`src/design/ivf_consts.svh`:
```
// Command codes, field positions, reset values and timing for the input voltage supervisor
`ifndef IVF_CONSTS_SVH
`define IVF_CONSTS_SVH

// Command codes
`define IVF_CMD_OVF          8'h55
`define IVF_CMD_ACTION       8'h56
`define IVF_CMD_OVW          8'h57
`define IVF_CMD_UVW          8'h58
`define IVF_CMD_UVF          8'h59

// Fault action fields
`define IVF_MODE_MSB         7
`define IVF_MODE_LSB         6
`define IVF_RETRY_MSB        5
`define IVF_RETRY_LSB        3
`define IVF_DELAY_MSB        2
`define IVF_DELAY_LSB        0
`define IVF_MODE_DIS_RETRY   2'h2
`define IVF_RETRY_NONE       3'h0
`define IVF_RETRY_FOREVER    3'h7

// Status bit positions
`define IVF_ST_OVF           0
`define IVF_ST_OVW           1
`define IVF_ST_UVW           2
`define IVF_ST_UVF           3

// Reset values
`define IVF_OV_RESET         16'h7bff
`define IVF_UV_RESET         16'h0000
`define IVF_ACTION_RESET     8'h80

// Timing
`define IVF_CLK_MHZ          50
`define IVF_MS_US            1000
`define IVF_MS_CYCLES        (`IVF_MS_US * `IVF_CLK_MHZ)
`define IVF_RETRY_STEP_MS    35

`endif

```
`src/design/ivf_pkg.sv`:
```
// Types shared by the input voltage supervisor
package ivf_pkg;
   typedef enum logic [1:0] {
      ST_IDLE    = 2'h0,
      ST_ON      = 2'h1,
      ST_DELAY   = 2'h2,
      ST_LATCHED = 2'h3
   } ivf_state_e;

   typedef logic [15:0] ivf_word_t;
endpackage

```
`src/design/ivf_retry_if.sv`:
```
// Handshake between the restart controller and the retry delay timer
`timescale 1ns/1ps
interface ivf_retry_if;
   logic       start;
   logic [2:0] delay_sel;
   logic       done;
   logic       busy;

   modport ctrl  (output start, output delay_sel, input done, input busy);
   modport timer (input start, input delay_sel, output done, output busy);
endinterface

```
`src/design/ivf_retry_timer.sv`:
```
// Retry delay timer in 35 ms steps, driven by a 1 ms enable
`timescale 1ns/1ps
`include "ivf_consts.svh"
module ivf_retry_timer #(
   parameter int MS_CYCLES = `IVF_MS_CYCLES
) (
   // Clock and reset
   input wire logic clk_sys,
   input wire logic srst,
   // Controller side
   ivf_retry_if.timer tmr
);
   logic [15:0] div;
   logic [8:0]  ms;
   logic [8:0]  target;
   logic        busy;
   logic        tick;

   // One-cycle 1 ms enable while running
   assign tick      = busy && (div == 16'(MS_CYCLES - 1));
   assign tmr.done  = tick && (ms == target - 9'h001);
   assign tmr.busy  = busy;

   always_ff @(posedge clk_sys) begin
      if (srst) begin
         busy <= 1'b0;
      end else if (tmr.start) begin
         busy <= 1'b1;
      end else if (tmr.done) begin
         busy <= 1'b0;
      end
   end

   always_ff @(posedge clk_sys) begin
      if (srst || tmr.start) begin
         div <= 16'h0000;
      end else if (busy) begin
         div <= tick ? 16'h0000 : div + 16'h0001;
      end
   end

   always_ff @(posedge clk_sys) begin
      if (srst || tmr.start) begin
         ms <= 9'h000;
      end else if (tick) begin
         ms <= ms + 9'h001;
      end
   end

   // Delay is (field + 1) steps of 35 ms
   always_ff @(posedge clk_sys) begin
      if (srst) begin
         target <= 9'h000;
      end else if (tmr.start) begin
         target <= 9'(({6'h00, tmr.delay_sel} + 9'h001) * 9'(`IVF_RETRY_STEP_MS));
      end
   end
endmodule

```
`src/design/ivf_top.sv`:
```
// Input voltage fault supervisor: threshold registers, comparators, fault action and restart
//
// Function
// - Over-voltage fault threshold word at 0x55
// - Fault action byte at 0x56, byte access
// - Any mode: alert low, fault status set
// - Mode 10: output off, then restart attempts
// - Retry field sets number of restart attempts
// - Retry 111: retry without limit
// - Restart spacing is (delay+1) times 35 ms
// - Over-voltage warning threshold word at 0x57
// - Under-voltage warning threshold word at 0x58
// - Under-voltage fault threshold word at 0x59
`timescale 1ns/1ps
`include "ivf_consts.svh"
module ivf_top #(
   parameter int MS_CYCLES = `IVF_MS_CYCLES
) (
   // Clock and reset
   input  wire logic        clk_sys,
   input  wire logic        srst,
   // Command port
   input  wire logic        cmd_valid,
   input  wire logic        cmd_write,
   input  wire logic        cmd_word,
   input  wire logic [7:0]  cmd_code,
   input  wire logic [15:0] cmd_wdata,
   output logic             cmd_done,
   output logic             cmd_err,
   output logic [15:0]      cmd_rdata,
   // Measurement
   input  wire logic        vin_sample_valid,
   input  wire logic [15:0] vin_sample,
   // Power stage control
   input  wire logic        enable_request,
   input  wire logic        other_fault,
   output logic             output_enable,
   // Status and alert
   input  wire logic        status_clear,
   output logic [3:0]       status,
   output logic             alert_line_n
);
   localparam logic [15:0] THR_RESET [4] = '{`IVF_OV_RESET, `IVF_OV_RESET,
                                             `IVF_UV_RESET, `IVF_UV_RESET};

   ivf_pkg::ivf_word_t   thr [4];
   logic [7:0]           input_overvoltage_fault_action;
   ivf_pkg::ivf_word_t   input_overvoltage_fault_threshold;
   ivf_pkg::ivf_word_t   input_overvoltage_warning_threshold;
   ivf_pkg::ivf_word_t   input_undervoltage_warning_threshold;
   ivf_pkg::ivf_word_t   input_undervoltage_fault_threshold;
   logic [3:0]           dec;
   logic                 cmd_ok;
   logic signed [42:0]   vin_fix;
   logic [3:0]           hit;
   logic [3:0]           next_status;
   logic                 ov_level;
   logic                 fault_evt;
   logic                 run_ok;
   logic                 latch_now;
   logic [1:0]           act_mode;
   logic [2:0]           act_retry;
   logic [2:0]           attempts;
   ivf_pkg::ivf_state_e  state;
   ivf_pkg::ivf_state_e  next_state;
   ivf_retry_if          rt ();

   // Returns {mapped, word access, threshold index}
   function automatic logic [3:0] cmd_decode(input logic [7:0] code);
      case (code)
         `IVF_CMD_OVF:    cmd_decode = 4'hc;
         `IVF_CMD_ACTION: cmd_decode = 4'h8;
         `IVF_CMD_OVW:    cmd_decode = 4'hd;
         `IVF_CMD_UVW:    cmd_decode = 4'he;
         `IVF_CMD_UVF:    cmd_decode = 4'hf;
         default:         cmd_decode = 4'h0;
      endcase
   endfunction

   // Linear word to fixed point scaled by 2^16, for ordered compare
   function automatic logic signed [42:0] lin_to_fix(input logic [15:0] w);
      logic signed [42:0] m;
      m          = {{32{w[10]}}, w[10:0]};
      lin_to_fix = m <<< {~w[15], w[14:11]};
   endfunction

   assign dec    = cmd_decode(cmd_code);
   assign cmd_ok = dec[3] && (dec[2] == cmd_word);

   assign input_overvoltage_fault_threshold    = thr[0];
   assign input_overvoltage_warning_threshold  = thr[1];
   assign input_undervoltage_warning_threshold = thr[2];
   assign input_undervoltage_fault_threshold   = thr[3];

   // Threshold words
   for (genvar g = 0; g < 4; g++) begin : g_thr
      always_ff @(posedge clk_sys) begin
         if (srst) begin
            thr[g] <= THR_RESET[g];
         end else if (cmd_valid && cmd_write && cmd_ok && dec[2] && dec[1:0] == 2'(g)) begin
            thr[g] <= cmd_wdata;
         end
      end
   end

   always_ff @(posedge clk_sys) begin
      if (srst) begin
         input_overvoltage_fault_action <= `IVF_ACTION_RESET;
      end else if (cmd_valid && cmd_write && cmd_ok && !dec[2]) begin
         input_overvoltage_fault_action <= cmd_wdata[7:0];
      end
   end

   // Answer one cycle after the request
   always_ff @(posedge clk_sys) begin
      if (srst) begin
         cmd_done  <= 1'b0;
         cmd_err   <= 1'b0;
         cmd_rdata <= 16'h0000;
      end else begin
         cmd_done <= cmd_valid;
         cmd_err  <= cmd_valid && !cmd_ok;
         if (cmd_valid && !cmd_write) begin
            if (!cmd_ok) begin
               cmd_rdata <= 16'h0000;
            end else if (dec[2]) begin
               cmd_rdata <= thr[dec[1:0]];
            end else begin
               cmd_rdata <= {8'h00, input_overvoltage_fault_action};
            end
         end
      end
   end

   // Comparators
   assign vin_fix          = lin_to_fix(vin_sample);
   assign hit[`IVF_ST_OVF] = vin_fix > lin_to_fix(thr[0]);
   assign hit[`IVF_ST_OVW] = vin_fix > lin_to_fix(thr[1]);
   assign hit[`IVF_ST_UVW] = vin_fix < lin_to_fix(thr[2]);
   assign hit[`IVF_ST_UVF] = vin_fix < lin_to_fix(thr[3]);
   assign fault_evt        = vin_sample_valid && hit[`IVF_ST_OVF];

   // Sticky status, a new event wins over the clear
   assign next_status = (status & ~{4{status_clear}}) | ({4{vin_sample_valid}} & hit);

   always_ff @(posedge clk_sys) begin
      if (srst) begin
         status       <= 4'h0;
         alert_line_n <= 1'b1;
      end else begin
         status       <= next_status;
         alert_line_n <= ~|next_status;
      end
   end

   always_ff @(posedge clk_sys) begin
      if (srst) begin
         ov_level <= 1'b0;
      end else if (vin_sample_valid) begin
         ov_level <= hit[`IVF_ST_OVF];
      end
   end

   // Restart control
   assign act_mode     = input_overvoltage_fault_action[`IVF_MODE_MSB:`IVF_MODE_LSB];
   assign act_retry    = input_overvoltage_fault_action[`IVF_RETRY_MSB:`IVF_RETRY_LSB];
   assign rt.delay_sel = input_overvoltage_fault_action[`IVF_DELAY_MSB:`IVF_DELAY_LSB];
   assign run_ok       = enable_request && !other_fault;
   // Budget used up; >= also covers a count lowered while attempts are pending
   assign latch_now    = (act_retry != `IVF_RETRY_FOREVER)
                         && (attempts >= act_retry);

   always_comb begin
      next_state = state;
      rt.start   = 1'b0;
      case (state)
         ivf_pkg::ST_IDLE: begin
            if (run_ok) begin
               next_state = ivf_pkg::ST_ON;
            end
         end
         ivf_pkg::ST_ON: begin
            if (!run_ok) begin
               next_state = ivf_pkg::ST_IDLE;
            end else if (fault_evt && act_mode == `IVF_MODE_DIS_RETRY) begin
               if (latch_now) begin
                  next_state = ivf_pkg::ST_LATCHED;
               end else begin
                  next_state = ivf_pkg::ST_DELAY;
                  rt.start   = 1'b1;
               end
            end
         end
         ivf_pkg::ST_DELAY: begin
            if (!run_ok) begin
               next_state = ivf_pkg::ST_IDLE;
            end else if (rt.done) begin
               next_state = ivf_pkg::ST_ON;
            end
         end
         ivf_pkg::ST_LATCHED: begin
            if (!enable_request || (status_clear && !ov_level)) begin
               next_state = ivf_pkg::ST_IDLE;
            end
         end
         default: begin
            next_state = ivf_pkg::ST_IDLE;
         end
      endcase
   end

   always_ff @(posedge clk_sys) begin
      if (srst) begin
         state         <= ivf_pkg::ST_IDLE;
         output_enable <= 1'b0;
      end else begin
         state         <= next_state;
         output_enable <= (next_state == ivf_pkg::ST_ON);
      end
   end

   always_ff @(posedge clk_sys) begin
      if (srst) begin
         attempts <= 3'h0;
      end else if (state == ivf_pkg::ST_IDLE || state == ivf_pkg::ST_LATCHED) begin
         attempts <= 3'h0;
      end else if (state == ivf_pkg::ST_DELAY && next_state == ivf_pkg::ST_ON) begin
         attempts <= attempts + 3'h1;
      end
   end

   ivf_retry_timer #(
      .MS_CYCLES (MS_CYCLES)
   ) u_timer (
      .clk_sys (clk_sys),
      .srst    (srst),
      .tmr     (rt.timer)
   );

   logic [31:0] dly_cnt;
   logic        trip;
   always_ff @(posedge clk_sys) begin
      if (srst || state != ivf_pkg::ST_DELAY) begin
         dly_cnt <= 32'h0000_0000;
      end else begin
         dly_cnt <= dly_cnt + 32'h0000_0001;
      end
   end
   assign trip = state == ivf_pkg::ST_ON && run_ok && fault_evt && act_mode == `IVF_MODE_DIS_RETRY;
endmodule

```
`config.mk`:
```
export PLATFORM = sky130hd
export DESIGN_NAME = ivf_top
export DESIGN_NICKNAME = d
export VERILOG_FILES = /design/src/design/ivf_pkg.sv /design/src/design/ivf_retry_if.sv /design/src/design/ivf_retry_timer.sv /design/src/design/ivf_top.sv
export VERILOG_INCLUDE_DIRS = /design/src /design/src/design
export SDC_FILE = /design/constraint.sdc
export NUM_CORES = 1
export LEC_CHECK = 0
export BUFFER_PORTS_ARGS = -buffer_cell sky130_fd_sc_hd__buf_2
export CORE_UTILIZATION = 37
export DETAILED_ROUTE_END_ITERATION = 8
export GPL_TIMING_DRIVEN = 0
export PLACE_DENSITY = 0.56
export SETUP_SLACK_MARGIN = 0.3
export SLEW_MARGIN = 40
export SYNTH_ARGS = -nofsm -noshare
export SYNTH_HDL_FRONTEND = slang
export SYNTH_SLANG_ARGS = --single-unit
export TNS_END_PERCENT = 100
```
`constraint.sdc`:
```
create_clock -name clk_sys -period 14.3 [get_ports clk_sys]
set_input_delay 2.86 -clock clk_sys [delete_from_list [all_inputs] [get_ports clk_sys]]
set_output_delay 2.86 -clock clk_sys [all_outputs]
set_load 0.02 [all_outputs]
```
* Yosys cells after proc, flatten, opt, wreduce, memory -nomap -nowiden
Memory sizes are Yosys's and may differ from the RTL's. Index checks and enable logic that the tools add are counted.
Operators by class: multiplexer cells 36, $lt $le $gt $ge 5, add/sub/neg operators 5, divide/modulo/power cells 0, $mul 1, eq/ne operators 17, shift operators 5, bitwise logic cells 13, reduce and logical (&&, ||, !) cells 34
Operators by type and width (number):
- 11-bit by 5-bit <<< shifter with 43-bit output | 5
- 16-bit two-way mux | 7
- 43-bit greater-than comparator | 2
- 43-bit < comparator | 2
- 8-bit by 7-bit == test with 1-bit output (second input constant) | 5
- 1-bit two-way mux | 21
- 4-bit case mux with 5 select lines | 1
- 1-bit logical AND | 19
- 16-bit by 1-bit adder with 16-bit output (second input constant) | 1
- 16-bit == test (second input constant) | 1
- 2-bit two-way mux | 6
- 2-bit == test (second input constant) | 5
- 9-bit by 1-bit adder with 9-bit output (second input constant) | 1
- 9-bit == test | 1
- 9-bit by 6-bit multiplier with 9-bit output (second input constant) | 1
- 9-bit by 1-bit subtractor with 9-bit output (second input constant) | 1
- 4-bit bitwise AND | 2
- 2-bit case mux with 4 select lines | 1
- 1-bit zero test | 7
- 2-bit by 1-bit == test with 1-bit output (second input constant) | 3
- 1-bit inverter | 5
- 3-bit by 1-bit adder with 4-bit output (second input constant) | 1
- 2-bit zero test | 2
- 4-bit inverter | 1
- other kinds (10) | 15
Storage, ports and cells: output and inout port bits 24, memories 1, ROM bits 0, memory bits (writable) 64, register bits 73, logic and storage cells 131, latch bits 0
Memories:
- thr | depth 4, bits a word 16, read ports 5, clocked after Yosys merged registers in 0, write ports 4, RTL line ivf_top.sv:46 | ivf_pkg::ivf_word_t thr [4];

* Longest topological paths before layout
Gate-level depths: netlist (run 1).
word-level depth 11, depth in mapped cells 23

* Hierarchy
Synthesis (run 1) repeated with hierarchy kept, for this count alone.
Unflattened totals: cell total of the unflattened synthesis 1859, area, all modules 15011.9 µm²
By module, submodules not included:
- ivf_top | cells an instance 1623, area each 12929.9 µm², times used 1
- ivf_retry_timer | cells an instance 236, area each 2082.0 µm², times used 1

* Worst setup path after synthesis (run 1)
OpenSTA, ideal clock, no wires.
kind input port to flip-flop, start input port vin_sample[11], end register u_timer.div[12], path slack 7142 ps, stages on the path 20, required time 14185 ps, buffers on the path 5, arrival time 7044 ps, cell sequence clkbuf_1 > buf_1 > mux2i_1 > mux2i_1 > mux2i_1 > a21o_1 > o22ai_1 > ha_1 > and4_1 > nand4_1 > o41ai_1 > or4b_2 > or3_1 > a211o_1 > buf_6 > nand2b_4 > or2_1 > buf_6 > buf_6 > nor2_1
On the way: longest elaborated chain between the ends 8
Ends and longest elaborated chain:
- start, declared | RTL line ivf_top.sv:33 | input wire logic [15:0] vin_sample,
- 11-bit by 5-bit <<< shifter with 43-bit output | RTL line ivf_top.sv:84 | lin_to_fix = m <<< {~w[15], w[14:11]};
- 43-bit greater-than comparator | RTL line ivf_top.sv:137 | assign hit[`IVF_ST_OVF] = vin_fix > lin_to_fix(thr[0]);
- 1-bit logical AND | RTL line ivf_top.sv:141 | assign fault_evt = vin_sample_valid && hit[`IVF_ST_OVF];
- 1-bit logical AND (no line)
- 1-bit two-way mux | RTL line ivf_top.sv:185 | end else if (fault_evt && act_mode == `IVF_MODE_DIS_RETRY) begin
- 1-bit two-way mux | RTL line ivf_top.sv:183 | if (!run_ok) begin
- 1-bit two-way mux | RTL line ivf_top.sv:176 | case (state)
- 1-bit logical OR | RTL line ivf_retry_timer.sv:35 | if (srst || tmr.start) begin
- end signal, assigned | RTL line ivf_retry_timer.sv:38 | div <= tick ? 16'h0000 : div + 16'h0001;
- end, declared | RTL line ivf_retry_timer.sv:13 | logic [15:0] div;
No other way between the ends. A chain may end at the register's enable or synchronous reset.

* Worst setup path after layout (run 1)
start input port vin_sample[11], end register u_timer.div[13]
The elaborated chain is that of the path after synthesis.

==> out/qor.csv, run 1 <==
metric,value,unit
status,"finished, final reports clean",
antenna_left,0,
grt_pass1_vias,13990,
rsz0062_at_grt,false,
post_cts_buffers,0,
crit_fanout,10,
p_leak,0.006832,µW
initial_utilization,0.3791,
fin_area,0.01657,mm²
yosys.area.top_type,ha_1,
core.rowCount,72,
synth_top_area_frac,0.1570,
seq_area,0.003383,mm²
yosysWarnings,0,
hold_viol,0,
die_area,0.04086,mm²
grt_max_degree,19,
ir_worst_vdd,0.09227,mV
crit_start,vin_sample[11],
worst_setup_path_end_kind,flip-flop,
slew-limit-headroom,0.3936,
crit_top_cell,buf_6,
grt_pass1_wl,82210,µm
portBuffers,67,
antennaDiodeCount,0,
clockBufferDepth,2,
antenna_found_initial,0,
ys_async_sr_fraction,0,
final_cells,2480,
fillCellCount,3984,
ys_top_cells_by_count,"nor2_1, nand2_1, ha_1",
setup_tns,0,ps
tightest_slew,901.9,ps
cts_resized,0,
final.min_clock_period,7817,ps
crit_cells,21,
cts.clk_slew.worst_paths,70,ps
seq_area_frac_synth,0.2283,
netlist_instances,1859,
synthTopCellsByArea,"ha_1, edfxtp_1, dfxtp_1",
cpLargestDelayFamily,compound AO/OA/AOI/OAI gates,
skew,17.79,ps
h-tree-depth,4,
routabilityCongestion,0.9947,
worstHoldPathCells,2,
syn2layout_area_growth,11.78,%
first_pass_iters,7,
grt.total_usage,0.2626,
synth_edf_count,64,
crit_path_top_delay_cell,nor2_1,
cts_buffers,17,
post-route-period-util,0.5466,
dr.first_iter.drc_count,1588,
max_cap_viol_count,0,
insertion_delay,430,ps
fp.dieH,202.1,µm
place_hpwl,42950,µm
multi_input_area,0.01096,mm²
setup_viol,0,
min_path_type,reg2reg,
cts-root-buf,clkbuf_16,
dp.cells,2448,
ys_seq_elements,137,
hold_start,ov_level,
yosysUniqueCellTypes,78,
grt_overflow_total,0,
critPathMaxStageDelay,660,ps
regToRegStartpoint,thr[0][11],
coreArea,0.03910,mm²
worstPathRequired,14610,ps
io_pins,73,
post_dp_cell_area,0.01593,mm²
fmax,127.9,MHz
syn_area,0.01482,mm²
worst-path-buf-inv,5,
cts_sinks,137,
path_class,in2reg,
synth.most_common_cell,nor2_1,
final_nets,2184,
worstSetupStartpointType,input port,
layout_setup_ws,6483,ps
holdBufCountCts,0,
holdPathEnd,ov_level,
r2r_cells,21,
dp_slack,5958,ps
ys.flop_type,dfxtp_1,
layout-drive-gt1-share,0.08970,
powerDensity,80.93,mW/mm²
dr_total_vias,14940,
path_cells,"clkbuf_1, buf_1, mux2i_1, a21oi_1, nand2_1, o21ai_0, o21ai_0, nor2_1, ha_1, a21o_1, a221o_1, a221oi_1, o211ai_1, or3_1, a211o_1, buf_6, nand2b_4, or2_1, buf_6, buf_6, nor2_1",
syn-num-nets,2094,
final_max_slew_viol_count,0,
fin_util,0.4237,
critPathArrivalTime,8130,ps
synth_area_per_cell,7.973,µm²
cts_tree,yes,
die_w,202.1,µm
wl,54280,µm
drcViolationCount,0,
reg2reg_to,u_timer.div[13],
r2r_slack,8550,ps
via_per_inst,6.024,
wl_per_cell,21.89,µm
power breakdown:
part | internal (µW) | switching [µW]
Clock | 238 | 214
Combinational | 163 | 290
Sequential | 422 | 13.5
layer usage:
metal / up-vias / wire length, µm / global-route usage
li1: 7039 / - / -
met1: 7099 / 24930 / 0.3701
met4: 0 / 2002 / 0.09936
met2: 703 / 22880 / 0.3981
met5: - / 0 / 0
met3: 99 / 4476 / 0.04482
how the worst max path moves through the flow:
stage	slack, ps	to
floorplan	7140	u_timer.div[12]
global placement	5480	u_timer.div[12]
detailed placement	5960	u_timer.div[6]
CTS	6360	u_timer.div[13]
global route	6220	u_timer.div[9]
finish	6480	u_timer.div[13]
sequential cells by signal, summed over array words and instances (netlist names):
signal                          count
thr                                64
u_timer.target                      9
cmd_rdata                          16
cmd_err                             1
cmd_done                            1
ov_level                            1
attempts                            3
status                              4
state                               2
alert_line_n                        1
u_timer.ms                          9
u_timer.div                        16
output_enable                       1
u_timer.tmr.busy                    1
input_overvoltage_fault_action      8
tightest hold or removal path, stage by stage, from the launching register on:
cell and delay (ps):
dfxtp_1 310, nand2b_1 60, a21oi_1 50
logic make-up after synthesis:
logic type               after synthesis  share of synthesized area
buffers and inverters                154                    0.04069
AO/OA/AOI/OAI                        512                     0.2187
flip-flops                           137                     0.2283
AND/OR/NAND/NOR                      687                     0.2270
adder cells (fa/ha/maj)              186                     0.1570
XOR/XNOR                              39                    0.02305
multiplexers                         144                     0.1053
per-stage QoR:
| stage | total power (µW) | hold slack [ps] |
|---|---|---|
| final | 1341 | 468.3 |
| after global routing | 1405 | 507.9 |
| after CTS | 1332 | 471.2 |
| after detailed placement | 882.0 | 458.8 |
| after global placement | 867.6 | 455.0 |
| after floorplan | 733.9 | 444.4 |
cell type report:
class | count | area share
flip-flops and latches | 137 | 0.2042
repair buffers | 71 | 0.02190
plain buffers | 112 | 0.02689
clock buffers | 17 | 0.02568
well taps | 518 | 0.03912
multi-input cells | 1568 | 0.6616
inverters | 42 | 0.009516
clock inverters | 15 | 0.01110
cell usage in the layout (no fill, tap or decap), types with 46 or more instances in the layout:
cell type / n
a21oi_1: 142
and2_1: 56
buf_2: 70
clkbuf_1: 92
dfxtp_1: 73
edfxtp_1: 64
ha_1: 186
mux2i_1: 121
nand2_1: 194
nand2b_1: 46
nor2_1: 198
o21ai_0: 117
(Power assumes the default switching activity.)
==> inputs of run 2 (changes only) <==
--- a/config.mk
+++ b/config.mk
@@ -10,7 +10,7 @@
 export CORE_UTILIZATION = 37
 export DETAILED_ROUTE_END_ITERATION = 8
 export GPL_TIMING_DRIVEN = 0
-export PLACE_DENSITY = 0.56
+export PLACE_DENSITY = 0.58
 export SETUP_SLACK_MARGIN = 0.3
 export SLEW_MARGIN = 40
 export SYNTH_ARGS = -nofsm -noshare
==> constraint.sdc (replaced) <==
create_clock -name clk_sys -period 6.8 [get_ports clk_sys]
set_input_delay 1.36 -clock clk_sys [delete_from_list [all_inputs] [get_ports clk_sys]]
set_output_delay 1.36 -clock clk_sys [all_outputs]
set_load 0.02 [all_outputs]
==> out/qor.csv, run 2 (same netlist as run 1, synthesis figures left out) <==
metric,value,unit
via_per_inst,5.923,
final.min_clock_period,6123,ps
top_regs,"thr x64, cmd_rdata x16, u_timer.div x16",
io_pins,73,
critPathMaxStageDelay,780,ps
first_pass_iters,6,
largest_reg_flops,64,
grt.total_usage,0.2603,
slew-limit-headroom,0.4177,
crit_start,vin_sample[10],
dr_total_vias,14680,
min_path_type,reg2reg,
post-route-period-util,0.9004,
wl_per_cell,21.69,µm
place_hpwl,43110,µm
path_cells,"buf_2, clkbuf_1, nor2b_1, nor2_1, a221oi_2, ha_1, and2_1, a221o_1, a221oi_1, o211ai_1, or3_1, a211o_1, buf_6, nand2b_4, or2_1, buf_6, buf_6, nor2_1",
whs,456.2,ps
cts_tree,yes,
post_cts_buffers,0,
ir_worst_vdd,0.1760,mV
worst-path-buf-inv,5,
wl,53780,µm
critPathArrivalTime,6450,ps
max_cap_viol_count,0,
grt_pass1_wl,81080,µm
drcViolationCount,0,
crit_path_top_delay_cell,a221oi_2,
skew,19.69,ps
tightest_slew,867.7,ps
totalPowerFinal,2799,µW
cts_sinks,137,
fp.dieH,202.1,µm
h-tree-depth,4,
path_class,in2reg,
die_area,0.04086,mm²
portBuffers,67,
regToRegStartpoint,thr[0][11],
worst_setup_path_end_kind,flip-flop,
holdBufCountCts,0,
r2r_slack,1200,ps
antenna_found_initial,0,
crit_top_cell,buf_6,
grt_overflow_total,0,
antennaDiodeCount,0,
status,"finished, final reports clean",
cts-root-buf,clkbuf_16,
regMostFlops,thr,
worstSetupStartpointType,input port,
grt_pass1_vias,13660,
rsz0062_at_grt,false,
fmax,163.3,MHz
layout_commonest_cell,nor2_1,
final_max_slew_viol_count,0,
syn2layout_area_growth,11.63,%
cts.clk_slew.worst_paths,60,ps
setup_viol,0,
layout-drive-gt1-share,0.08975,
initial_utilization,0.3791,
die_w,202.1,µm
fin_util,0.4232,
cts_buffers,17,
dr.first_iter.drc_count,1450,
cts_resized,0,
cpLargestDelayFamily,compound AO/OA/AOI/OAI gates,
routabilityCongestion,1.007,
grt_max_degree,17,
antenna_left,0,
core.rowCount,72,
most-common-layout-cells,"nor2_1, nand2_1, ha_1",
final_nets,2183,
worstPathRequired,7130,ps
powerDensity,169.2,mW/mm²
crit_fanout,10,
insertion_delay,450,ps
coreArea,0.03910,mm²
hold_start,cmd_rdata[15],
hold_viol,0,
p_leak,0.006814,µW
clockBufferDepth,2,
## run 2: worst reg2reg max path: cells and delay by family, from the launching register on
kind / cells / cell delay, ps
simple gates: 8 / 1690
compound gates: 6 / 1680
buf+inv: 5 / 1270
flops: 1 / 320
fa+ha+maj: 1 / 280
mux: 1 / 250
## run 2: through the flow
stage          std cells  setup TNS [ps]  area [µm²]  worst slack, ps
2_1_floorplan       1859               0       14820             1142
3_3_place_gp        2444           -6321       15810           -260.2
3_5_place_dp        2447          -608.8       15920           -62.61
4_1_cts             2479               0       16500            366.8
5_1_grt             2479               0       16550            497.6
6_report            2479               0       16550            677.0
## run 2: final cells by class
cell class                      instances  area [µm²]
Buffer                                112       446.7
Clock buffer                           17       425.4
Clock inverter                         15       156.4
Fill cell                            4027       22550
Inverter                               42       157.7
Multi-Input combinational cell       1568       10970
Sequential cell                       137        3383
Tap cell                              518       648.1
Timing Repair Buffer                   70       357.8
## run 2: layer usage
metal / share of wire / wire, µm / track usage
met1: 0.46 / 24900 / 0.3697
met2: 0.42 / 22700 / 0.3861
met3: 0.078 / 4220 / 0.05240
met4: 0.036 / 1949 / 0.09640
met5: 0 / 0 / 0
## run 2: power by group
group | internal, µW | leakage (µW) | switching [µW] | total (µW)
Clock | 518 | 0.000279 | 412 | 930
Sequential | 888 | 0.00121 | 27.4 | 915
Combinational | 344 | 0.00532 | 610 | 954
## run 2: worst paths after layout
kind         cells after the start               to
max                             18  u_timer.div[14]
max reg2reg                     21  u_timer.div[14]
min                              2    cmd_rdata[15]
min reg2reg                      2    cmd_rdata[15]
